===== config.mk =====
export PLATFORM = sky130hd
export DESIGN_NAME = fxu_negate_logic
export DESIGN_NICKNAME = d
export VERILOG_FILES = /design/src/fxu_pkg.sv /design/src/exec_if.sv /design/src/op_decode.sv /design/src/condition_calc.sv /design/src/fxu_negate_logic.sv
export SDC_FILE = /design/constraint.sdc
export NUM_CORES = 1
export LEC_CHECK = 0
export BUFFER_PORTS_ARGS = -buffer_cell sky130_fd_sc_hd__buf_2
export CAP_MARGIN = 0
export CORE_MARGIN = 5
export CORE_UTILIZATION = 47
export CTS_CLUSTER_DIAMETER = 60
export DETAILED_ROUTE_END_ITERATION = 10
export PLACE_DENSITY = 0.91
export SYNTH_ARGS = -nofsm -noshare
export SYNTH_HDL_FRONTEND = slang
export SYNTH_SLANG_ARGS = --single-unit

===== constraint.sdc =====
create_clock -name aclk -period 3.2 [get_ports aclk]
set_input_delay 0.32 -clock aclk [delete_from_list [all_inputs] [get_ports aclk]]
set_output_delay 0.32 -clock aclk [all_outputs]
set_load 0.1 [all_outputs]

===== src/fxu_pkg.sv =====
/*
 * Shared constants for the negate/logic execution slice: instruction field
 * positions, opcodes, flag positions and the register map of the slave.
 * Assumes 32-bit instruction words with architectural bit 0 as the msb.
 */
package fxu_pkg;

	localparam int data_width = 32;
	localparam int addr_width = 8;

	typedef enum logic [1:0]
	{
		op_none = 2'b00,
		op_nabs = 2'b01,
		op_nand = 2'b10,
		op_neg = 2'b11
	} op_type;

	// ----------------------------------------------------------------
	// instruction fields (architectural bit 0 is word bit 31)
	// ----------------------------------------------------------------
	localparam int primary_hi = 31;
	localparam int primary_lo = 26;
	localparam int first_field_hi = 25;
	localparam int first_field_lo = 21;
	localparam int reg_a_hi = 20;
	localparam int reg_a_lo = 16;
	localparam int reg_b_hi = 15;
	localparam int reg_b_lo = 11;
	localparam int overflow_enable_pos = 10;
	localparam int xo9_hi = 9;
	localparam int xo10_hi = 10;
	localparam int xo_lo = 1;
	localparam int record_pos = 0;

	localparam logic [5:0] primary_opcode = 6'h1f;
	localparam logic [8:0] xo_nabs = 9'h1e8;
	localparam logic [8:0] xo_neg = 9'h068;
	localparam logic [9:0] xo_nand = 10'h1dc;
	localparam logic [31:0] most_negative = 32'h8000_0000;

	// ----------------------------------------------------------------
	// flag positions
	// ----------------------------------------------------------------
	localparam int summary_overflow_pos = 31;
	localparam int overflow_flag_pos = 30;
	localparam int carry_flag_pos = 29;
	localparam int less_than_pos = 3;
	localparam int greater_than_pos = 2;
	localparam int equal_pos = 1;
	localparam int field_summary_pos = 0;

	// ----------------------------------------------------------------
	// register map
	// ----------------------------------------------------------------
	localparam logic [7:0] ctrl_offset = 8'h00;
	localparam logic [7:0] exception_offset = 8'h04;
	localparam logic [7:0] condition_offset = 8'h08;
	localparam logic [7:0] result_offset = 8'h0c;
	localparam logic [7:0] status_offset = 8'h10;
	localparam logic [7:0] mask_offset = 8'h14;
	localparam int legacy_pos = 0;
	localparam int event_count = 3;
	localparam int ev_done = 0;
	localparam int ev_overflow = 1;
	localparam int ev_illegal = 2;
	localparam logic [31:0] ctrl_reset = 32'h0000_0001;
	localparam logic [31:0] exception_flag_mask = 32'he000_0000;
	localparam logic [1:0] resp_okay = 2'b00;
	localparam logic [1:0] resp_slverr = 2'b10;

endpackage


===== src/exec_if.sv =====
/*
 * Carrier between the execution top and its decoder and condition helpers.
 * Assumes all three sit on the same clock.
 */
`timescale 1ns/1ns
interface exec_if;
	import fxu_pkg::*;

	logic [31:0] instr;
	logic legacy_enable;
	fxu_pkg::op_type op;
	logic [4:0] write_index;
	logic overflow_enable;
	logic record_bit;
	logic [31:0] result;
	logic so_in;
	logic [3:0] cr;

	modport decode_side
	(
		input instr,
		input legacy_enable,
		output op,
		output write_index,
		output overflow_enable,
		output record_bit
	);
	modport calc_side
	(
		input result,
		input so_in,
		output cr
	);
	modport core
	(
		output instr,
		output legacy_enable,
		input op,
		input write_index,
		input overflow_enable,
		input record_bit,
		output result,
		output so_in,
		input cr
	);
endinterface


===== src/op_decode.sv =====
/*
 * Instruction decoder: recognises the three operations and picks the
 * destination field. Assumes a stable instruction word from the core.
 */
`timescale 1ns/1ns
module op_decode
(
	exec_if.decode_side bus
);
	import fxu_pkg::*;

	wire primary_hit = bus.instr[primary_hi:primary_lo] == primary_opcode;
	wire [8:0] xo9 = bus.instr[xo9_hi:xo_lo];
	wire [9:0] xo10 = bus.instr[xo10_hi:xo_lo];
	wire hit_nabs = primary_hit && xo9 == xo_nabs && bus.legacy_enable; // [RULE1] [RULE2]
	wire hit_neg = primary_hit && xo9 == xo_neg; // [RULE9]
	wire hit_nand = primary_hit && xo10 == xo_nand; // [RULE7] [RULE8]
	wire [4:0] target_register_field = bus.instr[first_field_hi:first_field_lo]; // [RULE13]
	wire [4:0] register_a_field = bus.instr[reg_a_hi:reg_a_lo]; // [RULE13]

	assign bus.op = hit_nand ? op_nand : hit_neg ? op_neg : hit_nabs ? op_nabs : op_none;
	// nand writes the register a field, the single-operand forms the first field
	assign bus.write_index = hit_nand ? register_a_field : target_register_field;
	// nand has no overflow-enable bit: bit 21 is part of its opcode
	assign bus.overflow_enable = !hit_nand && bus.instr[overflow_enable_pos]; // [RULE8]
	assign bus.record_bit = bus.instr[record_pos];
endmodule


===== src/condition_calc.sv =====
/*
 * Condition field builder: signed compare of a result against zero plus
 * the summary overflow copy. Purely combinational.
 */
`timescale 1ns/1ns
module condition_calc
(
	exec_if.calc_side bus
);
	import fxu_pkg::*;

	wire is_zero = bus.result == 32'h0000_0000;
	wire is_neg = bus.result[31];

	assign bus.cr[less_than_pos] = is_neg; // [RULE5] [RULE14]
	assign bus.cr[greater_than_pos] = !is_neg && !is_zero; // [RULE5] [RULE14]
	assign bus.cr[equal_pos] = is_zero; // [RULE5] [RULE14]
	assign bus.cr[field_summary_pos] = bus.so_in; // [RULE12] [RULE14]
endmodule


===== src/fxu_negate_logic.sv =====
/*
 * Fixed-point slice for negative-absolute, complemented-and and negate,
 * with an AXI4-Lite register slave and a level interrupt.
 * Assumes the issue logic and register file sit on aclk; operands are
 * presented with issue_valid in the same cycle.
 */
// Operation
// [RULE1] nabs (31/488) writes minus the absolute value of register a to target.
// [RULE2] nabs is recognised only while legacy instruction set is enabled.
// [RULE3] nabs with overflow enable clears overflow, keeps summary overflow.
// [RULE4] nabs never alters the carry flag.
// [RULE5] record bit set: lt, gt, eq from signed result, summary overflow updated.
// [RULE6] exception register only on overflow enable, condition field only on record.
// [RULE7] nand (31/476) writes not(source and register b) to register a.
// [RULE8] nand has no overflow enable; exception register untouched.
// [RULE9] neg (31/104) writes ones' complement of register a plus one.
// [RULE10] neg of 0x80000000 returns it and flags overflow when enabled.
// [RULE11] neg with overflow enable updates overflow and summary; carry never.
// [RULE12] recorded forms copy summary overflow from exception register.
// [RULE13] fields: opcode 0-5, target/source 6-10, a 11-15, b 16-20.
// [RULE14] condition field order lt, gt, eq, summary overflow from msb.
`timescale 1ns/1ns
module fxu_negate_logic
#(
	parameter int addr_bits = fxu_pkg::addr_width
)
(
	input wire logic aclk,
	input wire logic aresetn,
	input wire logic [addr_bits-1:0] s_axi_awaddr,
	input wire logic [2:0] s_axi_awprot,
	input wire logic s_axi_awvalid,
	output logic s_axi_awready,
	input wire logic [31:0] s_axi_wdata,
	input wire logic [3:0] s_axi_wstrb,
	input wire logic s_axi_wvalid,
	output logic s_axi_wready,
	output logic [1:0] s_axi_bresp,
	output logic s_axi_bvalid,
	input wire logic s_axi_bready,
	input wire logic [addr_bits-1:0] s_axi_araddr,
	input wire logic [2:0] s_axi_arprot,
	input wire logic s_axi_arvalid,
	output logic s_axi_arready,
	output logic [31:0] s_axi_rdata,
	output logic [1:0] s_axi_rresp,
	output logic s_axi_rvalid,
	input wire logic s_axi_rready,
	input wire logic issue_valid,
	input wire logic [31:0] issue_instr,
	input wire logic [31:0] source_register_value,
	input wire logic [31:0] register_a_value,
	input wire logic [31:0] register_b_value,
	output logic wb_valid,
	output logic [4:0] wb_index,
	output logic [31:0] wb_data,
	output logic [31:0] exception_register_value,
	output logic [3:0] condition_field_value,
	output logic irq
);
	import fxu_pkg::*;

	// elaboration check: the offsets reach up to the mask register
	// a wider bus is cut to eight offset bits in the decoders below
	if (addr_bits < 5)
	begin
		$error("addr_bits too small for the register map");
	end

	exec_if ex ();

	op_decode decoder
	(
		.bus(ex.decode_side)
	);

	condition_calc cond
	(
		.bus(ex.calc_side)
	);

	// ----------------------------------------------------------------
	// state
	// ----------------------------------------------------------------
	logic [31:0] ctrl;
	logic [31:0] fixed_point_exception_register;
	logic [3:0] condition_field_zero;
	logic [31:0] last_result;
	logic [event_count-1:0] status;
	logic [event_count-1:0] mask;
	logic aw_full;
	logic w_full;
	logic [addr_bits-1:0] aw_addr;
	logic [31:0] w_data;
	logic [3:0] w_strb;

	// ----------------------------------------------------------------
	// execution
	// ----------------------------------------------------------------
	assign ex.instr = issue_instr;
	assign ex.legacy_enable = ctrl[legacy_pos]; // [RULE2]

	wire [31:0] negated = ~register_a_value + 32'h0000_0001; // [RULE9]
	wire [31:0] nabs_value = register_a_value[31] ? register_a_value : negated; // [RULE1]
	wire [31:0] nand_value = ~(source_register_value & register_b_value); // [RULE7]
	wire neg_overflow = register_a_value == most_negative; // [RULE10]

	assign ex.result = ex.op == op_nand ? nand_value :
		ex.op == op_nabs ? nabs_value : negated;

	wire legal = ex.op != op_none;
	wire take = issue_valid && legal;
	wire oe_update = take && ex.overflow_enable && ex.op != op_nand; // [RULE6] [RULE8]
	wire rc_update = take && ex.record_bit; // [RULE6]
	wire new_overflow = ex.op == op_neg ? neg_overflow : 1'b0; // [RULE3] [RULE10] [RULE11]
	wire old_so = fixed_point_exception_register[summary_overflow_pos];
	// nabs leaves summary overflow, neg accumulates it
	wire new_so = ex.op == op_neg ? (old_so | neg_overflow) : old_so; // [RULE3] [RULE11]

	logic [31:0] issued_exception;
	always_comb
	begin
		issued_exception = fixed_point_exception_register;
		issued_exception[overflow_flag_pos] = new_overflow;
		issued_exception[summary_overflow_pos] = new_so;
	end

	// condition field sees the summary overflow as it stands after this op
	assign ex.so_in = oe_update ? new_so : old_so; // [RULE12]

	// ----------------------------------------------------------------
	// bus write path
	// ----------------------------------------------------------------
	wire aw_hs = s_axi_awvalid && s_axi_awready;
	wire w_hs = s_axi_wvalid && s_axi_wready;
	wire do_write = aw_full && w_full && !s_axi_bvalid;
	wire next_aw_full = aw_hs || (aw_full && !do_write);
	wire next_w_full = w_hs || (w_full && !do_write);
	wire next_bvalid = do_write || (s_axi_bvalid && !s_axi_bready);
	wire [7:0] w_offset = 8'(aw_addr);
	wire [31:0] byte_mask = {{8{w_strb[3]}}, {8{w_strb[2]}}, {8{w_strb[1]}}, {8{w_strb[0]}}};
	wire wr_ctrl = do_write && w_offset == ctrl_offset;
	wire wr_exception = do_write && w_offset == exception_offset;
	wire wr_status = do_write && w_offset == status_offset;
	wire wr_mask = do_write && w_offset == mask_offset;
	wire wr_known = w_offset == ctrl_offset || w_offset == exception_offset ||
		w_offset == condition_offset || w_offset == result_offset ||
		w_offset == status_offset || w_offset == mask_offset;
	wire [31:0] ctrl_merge = (ctrl & ~byte_mask) | (w_data & byte_mask);
	wire [31:0] exception_merge = (fixed_point_exception_register & ~byte_mask) |
		(w_data & byte_mask & exception_flag_mask);
	wire [31:0] mask_merge = ({29'h0, mask} & ~byte_mask) | (w_data & byte_mask);
	wire [event_count-1:0] clear_bits = wr_status ?
		w_data[event_count-1:0] & byte_mask[event_count-1:0] : '0;

	// ----------------------------------------------------------------
	// bus read path
	// ----------------------------------------------------------------
	wire ar_hs = s_axi_arvalid && s_axi_arready;
	wire next_rvalid = ar_hs || (s_axi_rvalid && !s_axi_rready);
	wire [7:0] r_offset = 8'(s_axi_araddr);
	logic [31:0] read_word;
	logic read_known;
	always_comb
	begin
		read_word = 32'h0000_0000;
		read_known = 1'b1;
		if (r_offset == ctrl_offset)
		begin
			read_word = ctrl;
		end
		else if (r_offset == exception_offset)
		begin
			read_word = fixed_point_exception_register;
		end
		else if (r_offset == condition_offset)
		begin
			read_word = {28'h0, condition_field_zero};
		end
		else if (r_offset == result_offset)
		begin
			read_word = last_result;
		end
		else if (r_offset == status_offset)
		begin
			read_word = {29'h0, status};
		end
		else if (r_offset == mask_offset)
		begin
			read_word = {29'h0, mask};
		end
		else
		begin
			read_known = 1'b0;
		end
	end

	// ----------------------------------------------------------------
	// events
	// ----------------------------------------------------------------
	logic [event_count-1:0] events;
	always_comb
	begin
		events = '0;
		events[ev_done] = take;
		events[ev_overflow] = oe_update && new_overflow;
		events[ev_illegal] = issue_valid && !legal;
	end
	// a new event beats a clear in the same cycle
	wire [event_count-1:0] next_status = (status & ~clear_bits) | events;

	// ----------------------------------------------------------------
	// bus handshake flops
	// ----------------------------------------------------------------
	always_ff @(posedge aclk)
	begin
		if (!aresetn)
		begin
			aw_full <= 1'b0;
			w_full <= 1'b0;
			s_axi_awready <= 1'b0;
			s_axi_wready <= 1'b0;
			s_axi_bvalid <= 1'b0;
			s_axi_bresp <= resp_okay;
			s_axi_arready <= 1'b0;
			s_axi_rvalid <= 1'b0;
			s_axi_rdata <= 32'h0000_0000;
			s_axi_rresp <= resp_okay;
		end
		else
		begin
			aw_full <= next_aw_full;
			w_full <= next_w_full;
			s_axi_awready <= !next_aw_full;
			s_axi_wready <= !next_w_full;
			s_axi_bvalid <= next_bvalid;
			if (do_write)
			begin
				s_axi_bresp <= wr_known ? resp_okay : resp_slverr;
			end
			s_axi_arready <= !next_rvalid;
			s_axi_rvalid <= next_rvalid;
			if (ar_hs)
			begin
				s_axi_rdata <= read_word;
				s_axi_rresp <= read_known ? resp_okay : resp_slverr;
			end
		end
	end

	always_ff @(posedge aclk)
	begin
		if (!aresetn)
		begin
			aw_addr <= '0;
			w_data <= 32'h0000_0000;
			w_strb <= 4'h0;
		end
		else
		begin
			if (aw_hs)
			begin
				aw_addr <= s_axi_awaddr;
			end
			if (w_hs)
			begin
				w_data <= s_axi_wdata;
				w_strb <= s_axi_wstrb;
			end
		end
	end

	// ----------------------------------------------------------------
	// control and interrupt registers
	// ----------------------------------------------------------------
	always_ff @(posedge aclk)
	begin
		if (!aresetn)
		begin
			ctrl <= ctrl_reset;
			mask <= '0;
			status <= '0;
			irq <= 1'b0;
		end
		else
		begin
			if (wr_ctrl)
			begin
				ctrl <= ctrl_merge & ctrl_reset;
			end
			if (wr_mask)
			begin
				mask <= mask_merge[event_count-1:0];
			end
			status <= next_status;
			irq <= |(next_status & (wr_mask ? mask_merge[event_count-1:0] : mask));
		end
	end

	// ----------------------------------------------------------------
	// architectural flags and writeback
	// ----------------------------------------------------------------
	always_ff @(posedge aclk)
	begin
		if (!aresetn)
		begin
			fixed_point_exception_register <= 32'h0000_0000;
			condition_field_zero <= 4'h0;
			last_result <= 32'h0000_0000;
		end
		else
		begin
			// an executing instruction takes priority over a software write
			if (oe_update)
			begin
				fixed_point_exception_register <= issued_exception; // [RULE3] [RULE4] [RULE11]
			end
			else if (wr_exception)
			begin
				fixed_point_exception_register <= exception_merge;
			end
			if (rc_update)
			begin
				condition_field_zero <= ex.cr; // [RULE5] [RULE12]
			end
			if (take)
			begin
				last_result <= ex.result;
			end
		end
	end

	always_ff @(posedge aclk)
	begin
		if (!aresetn)
		begin
			wb_valid <= 1'b0;
			wb_index <= 5'h00;
			wb_data <= 32'h0000_0000;
		end
		else
		begin
			wb_valid <= take;
			if (take)
			begin
				wb_index <= ex.write_index; // [RULE7] [RULE13]
				wb_data <= ex.result; // [RULE1] [RULE9] [RULE10]
			end
		end
	end

	assign exception_register_value = fixed_point_exception_register;
	assign condition_field_value = condition_field_zero;

endmodule


==> results of run 1 <==
## layout make-up
type	instances	area, um^2
Inverter	7	27.5
Tap cell	184	230
Multi-Input combinational cell	685	3770
Timing Repair Buffer	290	1510
Clock inverter	10	185
Sequential cell	141	2820
Clock buffer	21	470
Fill cell	1248	5350
## Yosys cell counts (all sizes together) (5+ instances only)
master	count
o21ai	29
buf	10
and2	37
nand2b	6
nand3	37
or3	6
nor4	11
a22oi	29
dfxtp	141
xor2	17
xnor2	5
or4	5
nor3	25
a21oi	123
nand2	117
nand4	13
o211ai	5
nor2	116
mux2i	10
and3	29
clkbuf	44
nor2b	7
inv	7
## cells by family (layout without fill, tap and decap cells)
family	after synthesis	after routing	synth area share (%)
other	1	2	0.0550
and+or+nand+nor	430	430	31.6
AOI/OAI and AO/OA	217	217	18.4
DFF	141	141	41.4
buffers and inverters	61	328	3.54
xor gates and xnor gates	22	22	2.83
muxes	12	12	1.80
adders and majority gates	2	2	0.367
## registers in the layout, summed over array words and instances, names as in the netlist, 3 cells and up, named ones only
register	flops
wb_data	32
s_axi_rdata	32
w_strb	4
w_data	6
exception_register_value	31
aw_addr	8
wb_index	5
mask	3
status	3
condition_field_value	4
## power groups by stage
| stage | combinational, mW | sequential [mW] | clock [mW] |
|---|---|---|---|
| final | 0.385 | 1.79 | 2.17 |
| after global placement | 0.372 | 1.83 | 0 |
| after floorplan | 0.165 | 1.87 | 0 |
| after detailed placement | 0.379 | 1.83 | 0 |
| after global routing | 0.418 | 1.79 | 2.27 |
| after CTS | 0.380 | 1.79 | 2.18 |
## worst max-delay path, stage by stage, from the launching register on
cell and delay (ns):
dfxtp_1 0.44, and3_1 0.26, nand2_1 0.10, buf_4 0.19, o32ai_1 0.16, xnor2_1 0.09
o21ai_0 0.41, o211ai_1 0.16, or4_1 0.43, nor4_2 0.33, a31o_1 0.19
## path summary, 6_finish.rpt
check / end / slack (ns) / depth (start not counted)
worst max-delay path: condition_field_value[1] / 0.37 / 10
worst min-delay path: w_strb[2] / 0.15 / 3
worst max register to register: condition_field_value[1] / 0.37 / 10
worst min register to register: s_axi_rdata[3] / 0.46 / 2
## per-stage QoR
step | setup slack [ns] | util (%) | hold WS (ns) | std cells
after floorplan | 0.500 | - | 0.431 | 887
after global placement | 0.104 | 58.2 | 0.440 | 1307
after detailed placement | 0.0713 | 58.2 | 0.447 | 1307
after CTS | 0.397 | 62.8 | 0.141 | 1338
after global routing | 0.133 | 62.8 | 0.156 | 1338
final | 0.372 | 62.8 | 0.149 | 1338
## metal layers
metal | vias to the layer above | wire (um) | global-route usage [%]
met5 | - | 0 | 0
met4 | 0 | 626 | 8.59
met3 | 54 | 2010 | 4.43
met2 | 429 | 11400 | 45.6
met1 | 3495 | 9910 | 36.2
li1 | 3649 | - | -
==> results_dict.tcl, run 1 <==
set metrics [dict create \
    outcome "finished, final reports clean" \
    pwr-share-comb_pct 8.9 \
    drv_cap 0 \
    crit_type "reg -> reg" \
    die_y_um 130 \
    vias_per_cell 5.70 \
    pin_count 310 \
    power.total_mw 4.35 \
    hp-class "in -> reg" \
    grt_pass1_vias 7103 \
    start_util_pct 47.5 \
    hold_start "s_axi_wstrb[2]" \
    nNetsFinal 1338 \
    cts_resized 0 \
    internal-power_mw 3.36 \
    syn_inst 886 \
    htree_levels 4 \
    die_x_um 130 \
    ys_seq_elements 141 \
    core-area_mm2 0.0144 \
    grt_pass1_wl_um 36600 \
    placed_area_mm2 0.00836 \
    drive_gt1_share_pct 29.5 \
    maxSlewHeadroom_pct 44.8 \
    gr-total-overflow 0 \
    clk_pin_slew_worst_paths_ns 0.06 \
    synthArstFlopShare_pct 0 \
    antenna_found_initial 0 \
    yosysWarnings 0 \
    pwr_density_cell_mw_per_mm2 482 \
    maxSlewViolCount 0 \
    clock_latency_ns 0.42 \
    place_hpwl_um 18500 \
    timing.final.crit_period_ns 2.83 \
    setup_viol 0 \
    syn_area_per_cell_um2 7.70 \
    cts_buffers 17 \
    swShare_pct 22.8 \
    drc_errors 0 \
    grt_max_degree 61 \
    synth_cell_types 61 \
    routabilityCongestion 0.929 \
    routedWlPerCell_um 17.9 \
    p_clk_share_pct 49.9 \
    cts_root_buf "clkbuf_16" \
    finalSetupTns_ns 0 \
    ys_top_cells_by_area "dfxtp_1, a21oi_1, nand2_1" \
    dieArea_mm2 0.0170 \
    tightestPinTransition_ns 0.827 \
    netlist_area_mm2 0.00682 \
    yosysTopAreaCell "dfxtp_1" \
    fmax_mhz 354 \
    vias 7627 \
    n_antenna_cell 0 \
    grt_usage_pct 27.2 \
    cts_setup_buffers 0 \
    clockBufferDepth 2 \
    yosysTopAreaCellShare_pct 41.4 \
    p_switching_mw 0.992 \
    critPathRequiredTime_ns 3.56 \
    design_area_mm2 0.00902 \
    critPathArrivalTime_ns 3.18 \
    grt_setup_unrepaired "no" \
    endpoint_kind "register" \
    start_kind "register" \
    clock-sinks 141 \
    rows 44 \
    hold_violations 0 \
    sequentialPowerShare_pct 41.2 \
    synthToLayoutAreaGrowth_pct 32.3 \
    vdd_drop_max_mv 0.328 \
    seq_area_frac_synth_pct 41.4 \
    first_pass_iters 5 \
    post-route-period-util_pct 88.4 \
    port-buffer-count 270 \
    ys.flop_type "dfxtp_1" \
    cts_hold_repair.buffers 0 \
    mostFrequentLayoutCell "buf_2" \
    skew_ns 0.00787 \
    tritoncts "yes" \
    ant_nets 0 \
    drt_iter0_markers 685 \
    final_cell_mix "buf_2, dfxtp_1, a21oi_1" \
    p_leak_nw 4.00 \
    wl_um 24000 \
    cp_max_fo 15 \
    synth_edf_count 0 \
]
Power figures use the tool's default switching activity.
==> run 2: changes to the inputs <==
==> constraint.sdc (replaced) <==
create_clock -name aclk -period 3.2 [get_ports aclk]
set_input_delay 0.8 -clock aclk [delete_from_list [all_inputs] [get_ports aclk]]
set_output_delay 0.8 -clock aclk [all_outputs]
set_load 0.1 [all_outputs]
==> run 2 against run 1 <==
- total power about the same
- sequential power about the same
- routed wire length up 5.5%
- worst setup slack worse by 0.34 ns
- count of clock-buffer cells in the layout unchanged
- clock skew up 0.0023 ns
- highest routed layer unchanged
==> results_dict.tcl, run 2 (synthesis gave the netlist of run 1 again) <==
set metrics [dict create \
    routabilityCongestion 0.951 \
    grt_usage_pct 28.2 \
    slowest_delay_ns 0.56 \
    fmax_mhz 316 \
    r2r_cells 12 \
    p_switching_mw 1.02 \
    crit_path_start "register_a_value[17]" \
    vias 8160 \
    slowest_stage "or4_4" \
    fin_util_pct 68.4 \
    r2r_slack_ns 0.50 \
    endpoint_kind "register" \
    drc_errors 0 \
    vias_per_cell 5.67 \
    post-route-period-util_pct 99.0 \
    worstSetupEndpoint "condition_field_value[2]" \
    die_y_um 130 \
    timing.final.crit_period_ns 3.17 \
    cp_max_fo 3 \
    wl_um 25300 \
    drive_gt1_share_pct 35.6 \
    place_hpwl_um 19700 \
    port-buffer-count 270 \
    crit_buf_inv 4 \
    start_util_pct 47.5 \
    cp.depth 12 \
    pin_count 310 \
    crit_top_cell "buf_4" \
    n_antenna_cell 0 \
    pwr-share-comb_pct 10.6 \
    tightestPinTransition_ns 0.736 \
    dieArea_mm2 0.0170 \
    final_cell_mix "buf_2, dfxtp_1, a21oi_1" \
    use_met2_pct 47.4 \
    setup_viol 0 \
    place_ws_ns -0.377 \
    grt_pass1_vias 7462 \
    pwr_density_cell_mw_per_mm2 443 \
    core-area_mm2 0.0144 \
    maxSlewHeadroom_pct 50.9 \
    p_leak_nw 4.51 \
    cts_root_buf "clkbuf_16" \
    outcome "finished, final reports clean" \
    hold_violations 0 \
    clock-sinks 141 \
    setup_slack_ns 0.0311 \
    crit_type "in -> reg" \
    critPathTopFamily "simple AND/OR/NAND/NOR gates" \
    first_pass_iters 5 \
    htree_levels 4 \
    die_x_um 130 \
    fin_cells 1438 \
    drt_iter0_markers 566 \
    mostFrequentLayoutCell "buf_2" \
    hp-class "reg -> reg" \
    swShare_pct 23.4 \
    tritoncts "yes" \
    internal-power_mw 3.33 \
    skew_ns 0.0102 \
    grt_pass1_wl_um 37700 \
    use_met1_pct 35.3 \
    clockBufferDepth 2 \
    p_clk_share_pct 48.2 \
    grt_use_met3_pct 5.28 \
    routedWlPerCell_um 17.6 \
    finalSetupTns_ns 0 \
    hold_start "s_axi_rdata[3]" \
    nNetsFinal 1437 \
    drv_cap 0 \
    clk_pin_slew_worst_paths_ns 0.06 \
    critPathRequiredTime_ns 3.49 \
    start_kind "input port" \
    cp_cell_sequence "buf_2 > buf_4 > or4_4 > nor3_4 > buf_4 > a41oi_1 > xnor2_1 > a21oi_2 > or4_4 > nor4_4 > buf_4 > o41ai_1" \
    synthToLayoutAreaGrowth_pct 44.1 \
    antenna_found_initial 0 \
    critPathArrivalTime_ns 3.46 \
    gr-total-overflow 0 \
    sequentialPowerShare_pct 41.2 \
    clock_latency_ns 0.42 \
    vdd_drop_max_mv 0.310 \
    grt_max_degree 43 \
    rows 44 \
    dp.cells 1403 \
    reg2reg_to "condition_field_value[2]" \
    maxSlewViolCount 0 \
    cts_buffers 17 \
    busiest_layer "met2" \
    ant_nets 0 \
]
run 2: worst reg2reg max path: cells and delay by family, from the launching register on:
kind	cells	cell delay (ns)
AND/OR/NAND/NOR	5	1.11
AO/OA/AOI/OAI	3	0.37
buffers and inverters	3	0.48
flip-flops	1	0.44
XOR/XNOR	1	0.18
run 2: metal layers:
metal / up-vias / share of wire, %
met5: - / 0
met4: 0 / 4.1
met3: 81 / 8.6
met2: 462 / 48
met1: 3772 / 39
li1: 3845 / -
run 2: worst min-delay path by stage:
stage,end,slack (ns),cells after the start
5_1_grt,s_axi_rdata[3],0.47,2
6_report,s_axi_rdata[3],0.45,2
2_1_floorplan,aw_addr[1],0.43,2
4_1_cts,aw_addr[1],0.45,2
3_3_place_gp,s_axi_rdata[1],0.44,2
3_5_place_dp,aw_addr[1],0.44,2
run 2: area by class of cell:
type / instances / area [um^2]
Multi-Input combinational cell: 685 / 3820
Tap cell: 184 / 230
Sequential cell: 141 / 2820
Clock inverter: 11 / 164
Clock buffer: 21 / 470
Fill cell: 1107 / 4540
Timing Repair Buffer: 389 / 2290
Inverter: 7 / 27.5
run 2: repair_timing:
item                                    4_1_cts  5_1_grt
setup buffers                                 0        3
endpoints found under the setup margin        0        2
hold buffers                                  0        0
gates resized for setup                       0       10
run 2: power by group through the flow:
stage	Combinational (mW)	Sequential [mW]	Clock [mW]
after floorplan	0.165	1.87	0
after global placement	0.436	1.83	0
after detailed placement	0.446	1.83	0
after CTS	0.450	1.79	2.10
after global routing	0.494	1.79	2.17
final	0.460	1.79	2.10
run 2: metrics by stage:
stage | power, mW | hold WS (ns) | cell area [um^2]
6_report | 4.35 | 0.451 | 9830
5_1_grt | 4.46 | 0.473 | 9830
4_1_cts | 4.34 | 0.451 | 9760
3_5_place_dp | 2.28 | 0.443 | 9120
3_3_place_gp | 2.26 | 0.439 | 9120
2_1_floorplan | 2.03 | 0.431 | 6820
